==> config.mk <==
export PLATFORM = sky130hd
export DESIGN_NAME = jump_branch_unit
export DESIGN_NICKNAME = d
export VERILOG_FILES = /design/src/hdl/jump_branch_pkg.sv /design/src/hdl/target_adder.sv /design/src/hdl/jump_branch_unit.sv
export SDC_FILE = /design/constraint.sdc
export NUM_CORES = 1
export LEC_CHECK = 0
export BUFFER_PORTS_ARGS = -buffer_cell sky130_fd_sc_hd__buf_2
export CORE_ASPECT_RATIO = 0.5
export CORE_MARGIN = 1
export CORE_UTILIZATION = 49
export CTS_CLUSTER_DIAMETER = 120
export CTS_CLUSTER_SIZE = 20
export DETAILED_ROUTE_END_ITERATION = 12
export GPL_ROUTABILITY_DRIVEN = 1
export PLACE_DENSITY_LB_ADDON = 0.05
export SYNTH_ARGS = -nofsm -noshare
export SYNTH_HDL_FRONTEND = slang
export SYNTH_SLANG_ARGS = --single-unit
==> constraint.sdc <==
create_clock -name clk -period 2.9 [get_ports clk]
set_input_delay 0.29 -clock clk [delete_from_list [all_inputs] [get_ports clk]]
set_output_delay 0.29 -clock clk [all_outputs]
set_load 0.01 [all_outputs]
==> src/hdl/jump_branch_pkg.sv <==
// Shared types and constants for the indexed jump and bit-clear branch unit.
package jump_branch_pkg;

  localparam int unsigned ADDR_W = 16;
  localparam int unsigned DATA_W = 8;
  localparam logic [15:0] PC_RESET = 16'h0000;
  localparam logic [15:0] BRANCH_LEN = 16'h0003;
  localparam logic [15:0] JUMP_LEN = 16'h0001;

  // Operation requested by decode.
  typedef enum logic [2:0] {
    OP_NONE  = 3'b001,
    OP_IJUMP = 3'b010,
    OP_BCLR  = 3'b100
  } op_e;

  // One decoded instruction handed over by fetch/decode.
  typedef struct packed {
    op_e op;
    logic [7:0] accum;
    logic [15:0] pointer;
    logic [7:0] bit_addr;
    logic [7:0] rel;
  } instr_s;

  // Result towards the program counter and the register file.
  typedef struct packed {
    logic pc_load;
    logic [15:0] pc;
    logic taken;
    logic [7:0] bit_addr;
  } result_s;

  typedef enum logic [1:0] {
    ST_IDLE = 2'b01,
    ST_DONE = 2'b10
  } state_e;

endpackage

==> src/hdl/target_adder.sv <==
// Sixteen-bit target adder, instantiated once for each of the two control transfers.
`timescale 1ns/1ns
module target_adder
  import jump_branch_pkg::*;
(
  // Operands
  input wire logic [15:0] base,
  input wire logic [15:0] offset,
  // Sum
  output logic [15:0] sum
);

  // The sum wraps modulo 2^16; low-byte carry ripples into the high byte.
  always_comb begin
    sum = base + offset;
  end

endmodule

==> src/hdl/jump_branch_unit.sv <==
// Execution logic for the indexed indirect jump and the bit-clear branch.
`timescale 1ns/1ns
module jump_branch_unit
  import jump_branch_pkg::*;
(
  // Clock and reset
  input wire logic clk,
  input wire logic rst,
  // Decoded instruction
  input wire logic instr_valid,
  input wire instr_s instr,
  input wire logic [15:0] pc_cur,
  // Bit read answer
  input wire logic bit_valid,
  input wire logic bit_value,
  // Bit read request
  output logic bit_req,
  output logic [7:0] bit_addr,
  // Program counter update
  output logic pc_load,
  output logic [15:0] pc_next,
  output logic branch_taken,
  output logic busy
);

  typedef struct packed {
    state_e state;
    logic bit_req;
    logic [7:0] bit_addr;
    logic [15:0] target;
    logic [15:0] fall;
    logic pc_load;
    logic [15:0] pc_next;
    logic taken;
  } regs_s;

  regs_s r;
  regs_s next_r;
  logic [15:0] jump_sum;
  logic [15:0] branch_sum;
  logic [15:0] fall_pc;

  // ----------------------------------------------------------------
  // Address arithmetic
  // ----------------------------------------------------------------

  function automatic logic [15:0] sign_ext(input logic [7:0] b);
    sign_ext = {{8{b[7]}}, b};
  endfunction

  assign fall_pc = pc_cur + BRANCH_LEN;

  target_adder u_jump_add (
    .base(instr.pointer),
    .offset({8'h00, instr.accum}),
    .sum(jump_sum)
  );

  target_adder u_branch_add (
    .base(fall_pc),
    .offset(sign_ext(instr.rel)),
    .sum(branch_sum)
  );

  // ----------------------------------------------------------------
  // Sequencing
  // ----------------------------------------------------------------

  // Accumulator, pointer and flags are only read here, never written back,
  // so the jump cannot disturb them.
  always_comb begin
    next_r = r;
    next_r.pc_load = 1'b0;
    next_r.bit_req = 1'b0;
    unique case (r.state)
      ST_IDLE: begin
        if (instr_valid && instr.op == OP_IJUMP) begin
          next_r.pc_load = 1'b1;
          next_r.pc_next = jump_sum;
          next_r.taken = 1'b1;
        end else if (instr_valid && instr.op == OP_BCLR) begin
          next_r.bit_req = 1'b1;
          next_r.bit_addr = instr.bit_addr;
          next_r.target = branch_sum;
          next_r.fall = fall_pc;
          next_r.taken = 1'b0;
          next_r.state = ST_DONE;
        end
      end
      ST_DONE: begin
        if (bit_valid) begin
          next_r.pc_load = 1'b1;
          next_r.taken = ~bit_value;
          next_r.pc_next = bit_value ? r.fall : r.target;
          next_r.state = ST_IDLE;
        end
      end
    endcase
  end

  always_ff @(posedge clk) begin
    if (rst) begin
      r <= '{state: ST_IDLE, bit_req: 1'b0, bit_addr: 8'h00, target: PC_RESET,
             fall: PC_RESET, pc_load: 1'b0, pc_next: PC_RESET, taken: 1'b0};
    end else begin
      r <= next_r;
    end
  end

  assign bit_req = r.bit_req;
  assign bit_addr = r.bit_addr;
  assign pc_load = r.pc_load;
  assign pc_next = r.pc_next;
  assign branch_taken = r.taken;
  // The one-hot wait bit is itself a flip-flop, so busy needs no decode.
  assign busy = r.state[1];

endmodule

Word level (Yosys, flattened, before mapping)
Cells that the tools add are included.
Operators by class
  bitwise logic cells: 3
  equal/unequal tests: 9
  mux-type cells: 10
  reductions and logical operators: 7
  $add $sub $neg: 3
Operators by type and width (count)
  43-bit two-way mux: 2
  18-bit case mux with 2 select lines: 1
  18-bit two-way mux: 1
  17-bit two-way mux: 1
  16-bit adder: 1
  16-bit by 2-bit adder with 16-bit output (second input constant): 1
  16-bit by 8-bit adder with 16-bit output: 1
  16-bit two-way mux: 1
  2-bit != test (second input constant): 4
  3-bit AND reduction: 2
  2-bit case mux with 2 select lines: 1
  2-bit AND reduction: 2
  3-bit by 2-bit equality test with 1-bit output (second input constant): 1
  3-bit equality test (second input constant): 1
  3-bit != test (second input constant): 1
  1-bit inverter: 3
  3-bit OR reduction: 1
  2-bit by 1-bit equality test with 1-bit output (second input constant): 1
  2-bit equality test (second input constant): 1
  1-bit logical AND: 2
  1-bit two-way mux: 2
  2-bit two-way mux: 1
Storage, ports and cells
  output and inout port bits: 28
  flip-flop bits (word level): 61
  bits of input ports: 64

Logic depth before layout (Yosys ltp)
Gate-level depths: netlist of run 1.
  word-level depth: 5
  depth in mapped cells: 16

By module
A second synthesis of run 1 with hierarchy kept.
Unflattened totals
  cells, all modules: 567
  area total of the unflattened synthesis: 4530.6 sq um
By module, submodules not included
  jump_branch_unit: area an instance 3000.4 sq um, sequential area each 1221.2 sq um, instances 1, cells an instance 365
  target_adder (u_jump_add): area an instance 805.8 sq um, sequential area each 0.0 sq um, instances 1, cells an instance 104
  target_adder (u_branch_add): area an instance 724.4 sq um, sequential area each 0.0 sq um, instances 1, cells an instance 98

Worst setup path after synthesis of run 1
Ideal clock, no wire load.
  path kind: input -> register
  start: input pc_cur[0]
  end: register r[48] (netlist bit)
  setup time: 0.088 ns
  stages on the path: 15
  data required time: 2.812 ns
  data arrival time: 2.738 ns
  path slack: 0.074 ns
  path through: inv_1 > ha_1 > nor2_1 > and3_1 > and2_1 > nand2_1 > xor2_1 > inv_1 > ha_1 > a21oi_1 > nor2b_1 > a311oi_2 > o21ai_1 > a21o_1 > a311oi_2
Between the ends
  word-level cells in the longest chain between the ends: 2
Ends and longest elaborated chain
  start: declaration: line jump_branch_unit.sv:12  | input wire logic [15:0] pc_cur,
  16-bit by 2-bit adder with 16-bit output: line jump_branch_unit.sv:51  | assign fall_pc = pc_cur + BRANCH_LEN;
  via fall_pc[8]: line jump_branch_unit.sv:41  | logic [15:0] fall_pc;
  16-bit adder: line target_adder.sv:15  | sum = base + offset;
  end signal: assignment: line jump_branch_unit.sv:103  | r <= '{state: ST_IDLE, bit_req: 1'b0, bit_addr: 8'h00, target: PC_RESET,
  end signal: assignment: line jump_branch_unit.sv:106  | r <= next_r;
  end: declaration: line jump_branch_unit.sv:37  | regs_s r;
The timed path passes the listed nets, and every way through them passes these cells.
A chain may end at the register's enable or synchronous reset.

Worst setup path in the final report of run 1
Same ends and word-level chain as after synthesis.

==> results of run 1 <==
==> synthesized netlist by cell type (3+ instances only) <==
cell type / count / area, um2
dfxtp_1: 61 / 1221
nand2_1: 55 / 206.5
nor2_1: 50 / 187.7
a21oi_1: 48 / 240.2
ha_1: 27 / 337.8
buf_4: 25 / 187.7
xnor2_1: 20 / 175.2
clkbuf_1: 19 / 71.32
inv_1: 17 / 63.81
xor2_1: 16 / 140.1
mux2i_1: 12 / 120.1
a211oi_1: 11 / 82.58
nand3_1: 9 / 45.04
o22ai_1: 9 / 56.30
a21o_1: 8 / 60.06
nor3_1: 8 / 40.04
o21ai_0: 8 / 40.04
o21ai_1: 8 / 40.04
and3_1: 7 / 43.79
nand2b_1: 6 / 37.54
nor2b_1: 6 / 37.54
a22oi_1: 5 / 37.54
a222oi_1: 4 / 40.04
mux2_2: 4 / 45.04
a211o_1: 3 / 26.28
and2_1: 3 / 18.77
nor4_1: 3 / 18.77
==> routing by layer <==
metal | GRT usage | vias to the layer above | wire length (um)
li1 | - | 1891 | -
met1 | 0.3758 | 1604 | 5369
met2 | 0.3105 | 104 | 3486
met3 | 0.05663 | 6 | 604
met4 | 0.04360 | 0 | 53
met5 | 0 | - | 0
==> critical path, cell delays in order <==
cell and delay, ns:
buf_2 0.09, inv_1 0.04, ha_1 0.20, nor2_1 0.13
and3_1 0.18, and2_1 0.17, nand2_1 0.09, xor2_2 0.15
inv_1 0.06, ha_1 0.32, and3_1 0.18, a311oi_2 0.34
o21ai_1 0.14, a21o_1 0.20, a311oi_2 0.26
==> cells by family (layout without fill, tap and decap cells) <==
group | after synthesis | in the layout | share of synthesized area
buffers and inverters | 65 | 156 | 0.08633
muxes | 16 | 16 | 0.04099
adders and majority gates | 29 | 29 | 0.09379
and+or+nand+nor | 164 | 164 | 0.1910
AOI/OAI and AO/OA | 125 | 125 | 0.2065
DFF | 61 | 61 | 0.3031
xor gates and xnor gates | 36 | 36 | 0.07826
==> power groups by stage <==
stage | Clock, mW | Combinational, mW | Sequential, mW
2_1_floorplan | 0 | 0.337 | 0.891
3_3_place_gp | 0 | 0.503 | 0.893
3_5_place_dp | 0 | 0.504 | 0.894
4_1_cts | 1.16 | 0.509 | 0.876
5_1_grt | 1.21 | 0.569 | 0.878
6_report | 1.14 | 0.512 | 0.877
==> state kept, by name (all words and copies together) (netlist names) <==
register	flops
bit_addr	8
bit_req	1
branch_taken	1
busy	1
pc_load	1
pc_next	16
r	33
==> how the worst max path moves through the flow <==
stage,startpoint,to,slack (ns)
CTS,pc_cur[0],r[48],0.17
global route,pc_cur[0],r[48],0.02
detailed placement,pc_cur[0],r[48],-0.15
global placement,pc_cur[0],r[48],-0.05
floorplan,pc_cur[0],r[48],0.07
finish,pc_cur[0],r[48],0.28
==> area by class of cell <==
type,instances,area [um2],share of cell area
Sequential cell,61,1221,0.2487
Inverter,17,63.81,0.01299
Tap cell,108,135.1,0.02752
Multi-Input combinational cell,370,2471,0.5032
Clock inverter,5,81.33,0.01656
Timing Repair Buffer,123,695.7,0.1417
Clock buffer,11,242.7,0.04943
==> stage by stage <==
step,setup slack [ns],utilization,TNS [ns],cell area [um2]
3_3_place_gp,-0.05283,0.6001,-0.05283,4576
3_5_place_dp,-0.1540,0.6001,-0.2908,4576
2_1_floorplan,0.07376,-,0,4029
6_report,0.2797,0.6441,0,4911
5_1_grt,0.02420,0.6441,0,4911
4_1_cts,0.1739,0.6426,0,4900
==> placed cells by master (no fill, tap or decap), drive strengths merged, types with 3 or more instances in the layout <==
| master | synthesis | final |
|---|---|---|
| nor3 | 8 | 8 |
| nor2b | 6 | 6 |
| inv | 17 | 18 |
| nand2b | 6 | 6 |
| a21o | 8 | 8 |
| clkbuf | 19 | 11 |
| and2 | 3 | 3 |
| buf | 29 | 123 |
| xor2 | 16 | 16 |
| o21ai | 17 | 17 |
| a21oi | 50 | 50 |
| nor4 | 3 | 3 |
| mux2i | 12 | 12 |
| nand3 | 9 | 9 |
| o22ai | 9 | 9 |
| dfxtp | 61 | 61 |
| a211o | 3 | 3 |
| nand2 | 55 | 55 |
| and3 | 7 | 7 |
| a22oi | 5 | 5 |
| a211oi | 12 | 12 |
| xnor2 | 20 | 20 |
| nor2 | 51 | 51 |
| ha | 27 | 27 |
| a222oi | 4 | 4 |
| mux2 | 4 | 4 |
==> repair_timing <==
action	in CTS	in global routing
hold buffers	0	0
setup endpoints to repair	0	3
endpoints found under the hold margin	0	0
gates resized for setup	0	2
==> impl_metrics.toml, run 1 <==
[outcome]
status = "completed"

[timing]
fin_skew_ns = 0.006766
drv_slew = 0
slew_headroom = 0.4501
rsz0062_at_grt = "false"
hold_violations = 0
min_period_ns = 2.620
setup_viol = 0
holdWs_ns = 0.2011
min_period_over_period = 0.9036
max_freq_mhz = 381.6
worstMarginPinSlew_ns = 0.8248

[pwr]
combPwrFrac = 0.202
switchingPower_uw = 654.3
p_seq_frac = 0.346
intPower_mw = 1.875
p_sw_frac = 0.2586
clockPowerShare = 0.451
vdd_drop_max_uv = 373.4
power_mw = 2.530
p_leak_nw = 2.187
p_per_area_mw_per_mm2 = 515.1

[detailed_routing]
wirelength_um = 9514
ant_nets = 0
wl_per_cell_um = 13.69
drt_iter0_drc = 296
via_count = 3605
drc = 0
avgViaCountPerCell = 5.187
first_pass_iters = 5

[finish]
diodes = 0
synthToLayoutAreaGrowth_pct = 21.89
finalNonFillerCells = 695
num-fill-cells = 707
fin_nets = 675
drive_above_1_share = 0.2658

[floorplan]
num_rows = 22
chipWidth_um = 130.2
io_pins = 92
core_area_mm2 = 0.007625
dieArea_mm2 = 0.008611
start_util = 0.5284
fp.dieH_um = 66.12

[yosys]
yosysUniqueCellTypes = 61
yosysWarnings = 0
synthFlopType = "dfxtp_1"
synth_edf_count = 0
synthArstFlopShare = 0
ys_ff_latch = 61
syn_nets = 589
postSynthCellCount = 496
ys_seq_area_frac = 0.3031
syn_area_mm2 = 0.004029
syn_area_per_cell_um2 = 8.123

[critical_path]
ff2ff_setup_slack_ns = 0.94
r2r_end = "pc_next[15]"
reg2regPathDepth = 7
crit_fanout = 3
r2r-start = "r[59]"
worstSetupPathType = "input pin to register"
worstPathArrival_ns = 2.86
critPathLaunchType = "input pin"
crit_path_end_kind = "register"
crit_required_ns = 3.14

[job]
max-cap-violations = 0

[global_routing]
grt_use_total = 0.2369
grt_start_max_net_pins = 66
grt_overflow = 0
antenna_found_initial = 0
grt_pass1_wl_um = 15490
grt_pass1_vias = 3178

[placed_design]
dp_hpwl_um = 7178
place.gp.congestion = 0.8844
dp_cells = 679
io_buffers = 91

[min_path]
min_to = "bit_addr[2]"
min_path_type = "input pin to register"
min_path_cells = 3
min_from = "instr[10]"

[clock_network]
insertion_delay_ns = 0.32
cts_buffer_depth = 2
cts_root_buf = "clkbuf_16"
clk_pin_slew_ns = 0.05
tritoncts = "built"
numCtsBuffers = 9
h-tree-depth = 3
post-cts-setup-buffers = 0
cts.sinks = 61
Power figures use the tool's default switching activity.
==> run 2: changes to the inputs <==
--- a/config.mk
+++ b/config.mk
@@ -14,6 +14,7 @@
 export DETAILED_ROUTE_END_ITERATION = 12
 export GPL_ROUTABILITY_DRIVEN = 1
 export PLACE_DENSITY_LB_ADDON = 0.05
+export RECOVER_POWER = 100
 export SYNTH_ARGS = -nofsm -noshare
 export SYNTH_HDL_FRONTEND = slang
 export SYNTH_SLANG_ARGS = --single-unit
==> impl_metrics.toml, run 2 (synthesized netlist as in run 1, its figures left out) <==
[detailed_routing]
via_count = 3623
wl_per_cell_um = 13.77
avgViaCountPerCell = 5.213
wl_met1_um = 5507
first_pass_iters = 5
dr_wl_met3_um = 601
ant_nets = 0
wirelength_um = 9572
wl_met2_um = 3408
drt_iter0_drc = 243
top_layer = "met4"
drc = 0

[timing]
slew_headroom = -0.02323
setup_viol = 0
min_period_ns = 2.679
max_freq_mhz = 373.3
hold_violations = 0
worstMarginPinSlew_ns = 1.535
drv_slew = 47
min_period_over_period = 0.9238
fin_skew_ns = 0.008005
setup_slack_ns = 0.2210
rsz0062_at_grt = "false"

[floorplan]
fp.dieH_um = 66.12
chipWidth_um = 130.2
io_pins = 92
num_rows = 22
dieArea_mm2 = 0.008611
core_area_mm2 = 0.007625
start_util = 0.5284

[placed_design]
dp_slack_ns = -0.1540
place.gp.congestion = 0.8844
dp_cells = 679
dp_hpwl_um = 7178
io_buffers = 91

[pwr]
p_leak_nw = 2.054
power_mw = 2.526
vdd_drop_max_uv = 373.7
p_per_area_mw_per_mm2 = 519.9

[finish]
synthToLayoutAreaGrowth_pct = 20.62
largest_reg_flops = 33
multi_input_area_mm2 = 0.002470
mostFrequentLayoutCells = "63 x buf_2, 61 x dfxtp_1, 55 x nand2_1"
finalNonFillerCells = 695
drive_above_1_share = 0.2078
final_common_cell = "buf_2"
num-fill-cells = 729
largest-register = "r"
diodes = 0
fin_nets = 675
regArea_mm2 = 0.001221

[global_routing]
grt_use_total = 0.2369
grt_overflow = 0
antenna_found_initial = 0
grt_start_max_net_pins = 66
grt_pass1_wl_um = 15490
grt_pass1_vias = 3178

[clock_network]
tritoncts = "built"
cts_buffer_depth = 2
cts.sinks = 61
clk_pin_slew_ns = 0.05
numCtsBuffers = 9
cts_root_buf = "clkbuf_16"
post-cts-setup-buffers = 0
insertion_delay_ns = 0.33
h-tree-depth = 3

[critical_path]
crit_path_end_kind = "register"
worstPathArrival_ns = 2.93
crit_required_ns = 3.16
critPathLaunchType = "input pin"
worstSetupPathType = "input pin to register"
crit_fanout = 3

[job]
max-cap-violations = 1

[outcome]
violations = "capacitance limit, slew limit"
status = "complete, but fails checks"

[min_path]
min_path_type = "input pin to register"
## run 2: metrics by stage
step	setup TNS [ns]	instance area [um2]	util	hold slack (ns)
floorplan	0	4029	-	0.3856
global placement	-0.05283	4576	0.6001	0.4393
detailed placement	-0.2908	4576	0.6001	0.4439
CTS	0	4900	0.6426	0.1909
global route	0	4860	0.6373	0.2093
finish	0	4860	0.6373	0.1999
## run 2: layer usage
layer / vias up / track usage
li1: 1893 / -
met1: 1618 / 0.3758
met5: - / 0
met3: 6 / 0.05663
met4: 0 / 0.04360
met2: 106 / 0.3105
## run 2: worst paths after layout
path / startpoint / to / slack [ns] / cells past startpoint
max: pc_cur[0] / r[47] / 0.22 / 18
min: instr[9] / bit_addr[1] / 0.20 / 3
max reg2reg: busy / r[48] / 0.56 / 4
min reg2reg: r[37] / r[37] / 0.45 / 2
## run 2: layout make-up
| class | count | share of cell area |
|---|---|---|
| clock inverters | 5 | 0.01674 |
| repair buffers | 123 | 0.1329 |
| well taps | 108 | 0.02781 |
| flip-flops and latches | 61 | 0.2513 |
| clock buffers | 11 | 0.04995 |
| multi-input cells | 370 | 0.5082 |
| inverters | 17 | 0.01313 |
## run 2: worst max-delay path, cell delays in order
cell and delay, ns:
buf_2 0.09, inv_1 0.04, ha_1 0.20, nor2_1 0.13, and3_1 0.18, and2_1 0.17
nand2_1 0.09, xor2_2 0.14, inv_1 0.06, ha_1 0.33, and3_1 0.21, nand3_1 0.10
o221ai_2 0.18, clkbuf_1 0.18, a21oi_1 0.10, xnor2_1 0.15, nand2_1 0.09, a21oi_1 0.20
## run 2: what timing repair did
action	in CTS	in global routing
resized for setup	0	2
hold buffers	0	0
setup endpoints to repair	0	3
## run 2: power breakdown
| group | switching (mW) | internal (mW) | leakage (nW) |
|---|---|---|---|
| Combinational | 0.277 | 0.229 | 1.40 |
| Sequential | 0.0129 | 0.864 | 0.494 |
| Clock | 0.367 | 0.776 | 0.156 |
==> run 3: changes to the inputs <==
--- a/config.mk
+++ b/config.mk
@@ -7,7 +7,7 @@
 export LEC_CHECK = 0
 export BUFFER_PORTS_ARGS = -buffer_cell sky130_fd_sc_hd__buf_2
 export CORE_ASPECT_RATIO = 0.5
-export CORE_MARGIN = 1
+export CORE_MARGIN = 3
 export CORE_UTILIZATION = 49
 export CTS_CLUSTER_DIAMETER = 120
 export CTS_CLUSTER_SIZE = 20
==> impl_metrics.toml, run 3 (synthesized netlist as in run 1, its figures left out) <==
[timing]
fin_skew_ns = 0.006106
drv_slew = 0
min_period_ns = 2.631
setup_slack_ns = 0.2687
worstMarginPinSlew_ns = 0.8823
holdWs_ns = 0.1987
setup_viol = 0
slew_headroom = 0.4118
min_period_over_period = 0.9073
max_freq_mhz = 380.0
hold_violations = 0
rsz0062_at_grt = "false"

[placed_design]
dp_hpwl_um = 7467
place.gp.congestion = 0.8846
placed_area_mm2 = 0.004568
dp_slack_ns = -0.08773
dp_cells = 678
io_buffers = 91

[finish]
largest_reg_flops = 33
num-fill-cells = 765
mostFrequentLayoutCells = "63 x buf_2, 61 x dfxtp_1, 55 x nand2_1"
synthToLayoutAreaGrowth_pct = 18.51
largest-register = "r"
postLayoutCellArea_mm2 = 0.004775
fin_nets = 674
finalNonFillerCells = 692
diodes = 0
final_common_cell = "buf_2"
drive_above_1_share = 0.1986

[global_routing]
antenna_found_initial = 0
grt_pass1_wl_um = 15690
grt_pass1_vias = 3105
grt_start_max_net_pins = 66
grt_use_total = 0.2076
grt_overflow = 0

[floorplan]
start_util = 0.5265
chipWidth_um = 134.2
fp.dieH_um = 70.12
core_area_mm2 = 0.007652
dieArea_mm2 = 0.009413
io_pins = 92
num_rows = 22

[pwr]
p_sw_frac = 0.2719
combPwrFrac = 0.215
clockPowerShare = 0.410
intPower_mw = 1.703
p_leak_nw = 2.023
vdd_drop_max_uv = 324.7
switchingPower_uw = 636.0
p_per_area_mw_per_mm2 = 489.9
p_seq_frac = 0.375

[clock_network]
h-tree-depth = 3
tritoncts = "built"
cts_root_buf = "clkbuf_16"
numCtsBuffers = 9
clk_pin_slew_ns = 0.05
post-cts-setup-buffers = 0
cts_buffer_depth = 2
insertion_delay_ns = 0.33
cts.sinks = 61

[detailed_routing]
avgViaCountPerCell = 5.201
via_count = 3599
wirelength_um = 9752
ant_nets = 0
drt_iter0_drc = 332
drc = 0
wl_per_cell_um = 14.09
first_pass_iters = 4

[critical_path]
crit_fanout = 5
worstSetupPathType = "input pin to register"
max_stage_delay_ns = 0.44
cp_slowest_cell = "o21ai_0"
critPathLaunchType = "input pin"
crit_required_ns = 3.12
path_buf_inv = 3
cp_top_family = "compound AO/OA/AOI/OAI gates"
crit_path_end_kind = "register"
path_cells = "buf_2 -> clkbuf_4 -> o2111ai_1 -> buf_4 -> xnor2_1 -> ha_1 -> nand2_1 -> o21ai_0 -> a311oi_2 -> o21bai_1 -> nor4b_1 -> a211o_1"
worstPathArrival_ns = 2.85

[job]
max-cap-violations = 0

[min_path]
min_path_type = "input pin to register"

[outcome]
status = "completed"
==> run 3: final timing paths <==
check | startpoint | slack (ns) | cells past startpoint | end
setup / recovery | pc_cur[1] | 0.27 | 12 | r[46]
hold / removal | instr[15] | 0.20 | 3 | bit_addr[7]
setup reg to reg | busy | 0.64 | 5 | r[18]
hold reg to reg | r[37] | 0.44 | 2 | r[37]
==> run 3: metal layers <==
metal / routed length (um) / global-route usage / vias to the layer above
met2: 3442 / 0.2531 / 109
li1: - / - / 1889
met1: 5483 / 0.3444 / 1596
met3: 774 / 0.05036 / 5
met4: 52 / 0.05079 / 0
met5: 0 / 0 / -
==> run 3: repair_timing <==
| item | in CTS | in global routing |
|---|---|---|
| endpoints found under the hold margin | 0 | 0 |
| hold buffers | 0 | 0 |
| endpoints found under the setup margin | 0 | 1 |
| resized for setup | 0 | 1 |
==> run 3: cell type report <==
class / count / area, um2 / area share
Clock buffer: 12 / 256.5 / 0.05372
Sequential cell: 61 / 1221 / 0.2558
Multi-Input combinational cell: 370 / 2450 / 0.5131
Timing Repair Buffer: 122 / 638.1 / 0.1336
Tap cell: 108 / 135.1 / 0.02830
Clock inverter: 2 / 10.01 / 0.002096
Inverter: 17 / 63.81 / 0.01336
==> run 3: metrics by stage <==
step / TNS, ns / util / power (mW)
after global routing: 0 / 0.6239 / 2.463
after detailed placement: -0.1032 / 0.5970 / 1.400
after CTS: 0 / 0.6318 / 2.361
after global placement: -0.008743 / 0.5970 / 1.399
after floorplan: 0 / - / 1.228
final: 0 / 0.6239 / 2.339
==> run 3: power groups by stage <==
stage,combinational [mW],clock (mW),sequential (mW)
2_1_floorplan,0.337,0,0.891
6_report,0.503,0.958,0.878
3_3_place_gp,0.506,0,0.893
4_1_cts,0.510,0.974,0.877
5_1_grt,0.556,1.03,0.879
3_5_place_dp,0.506,0,0.894
==> run 3: worst reg2reg max path: cells and delay by family, from the launching register on <==
family          cells  cell delay [ns]
flops               1             0.32
simple gates        3             0.91
buf+inv             1             0.73
compound gates      1             0.22
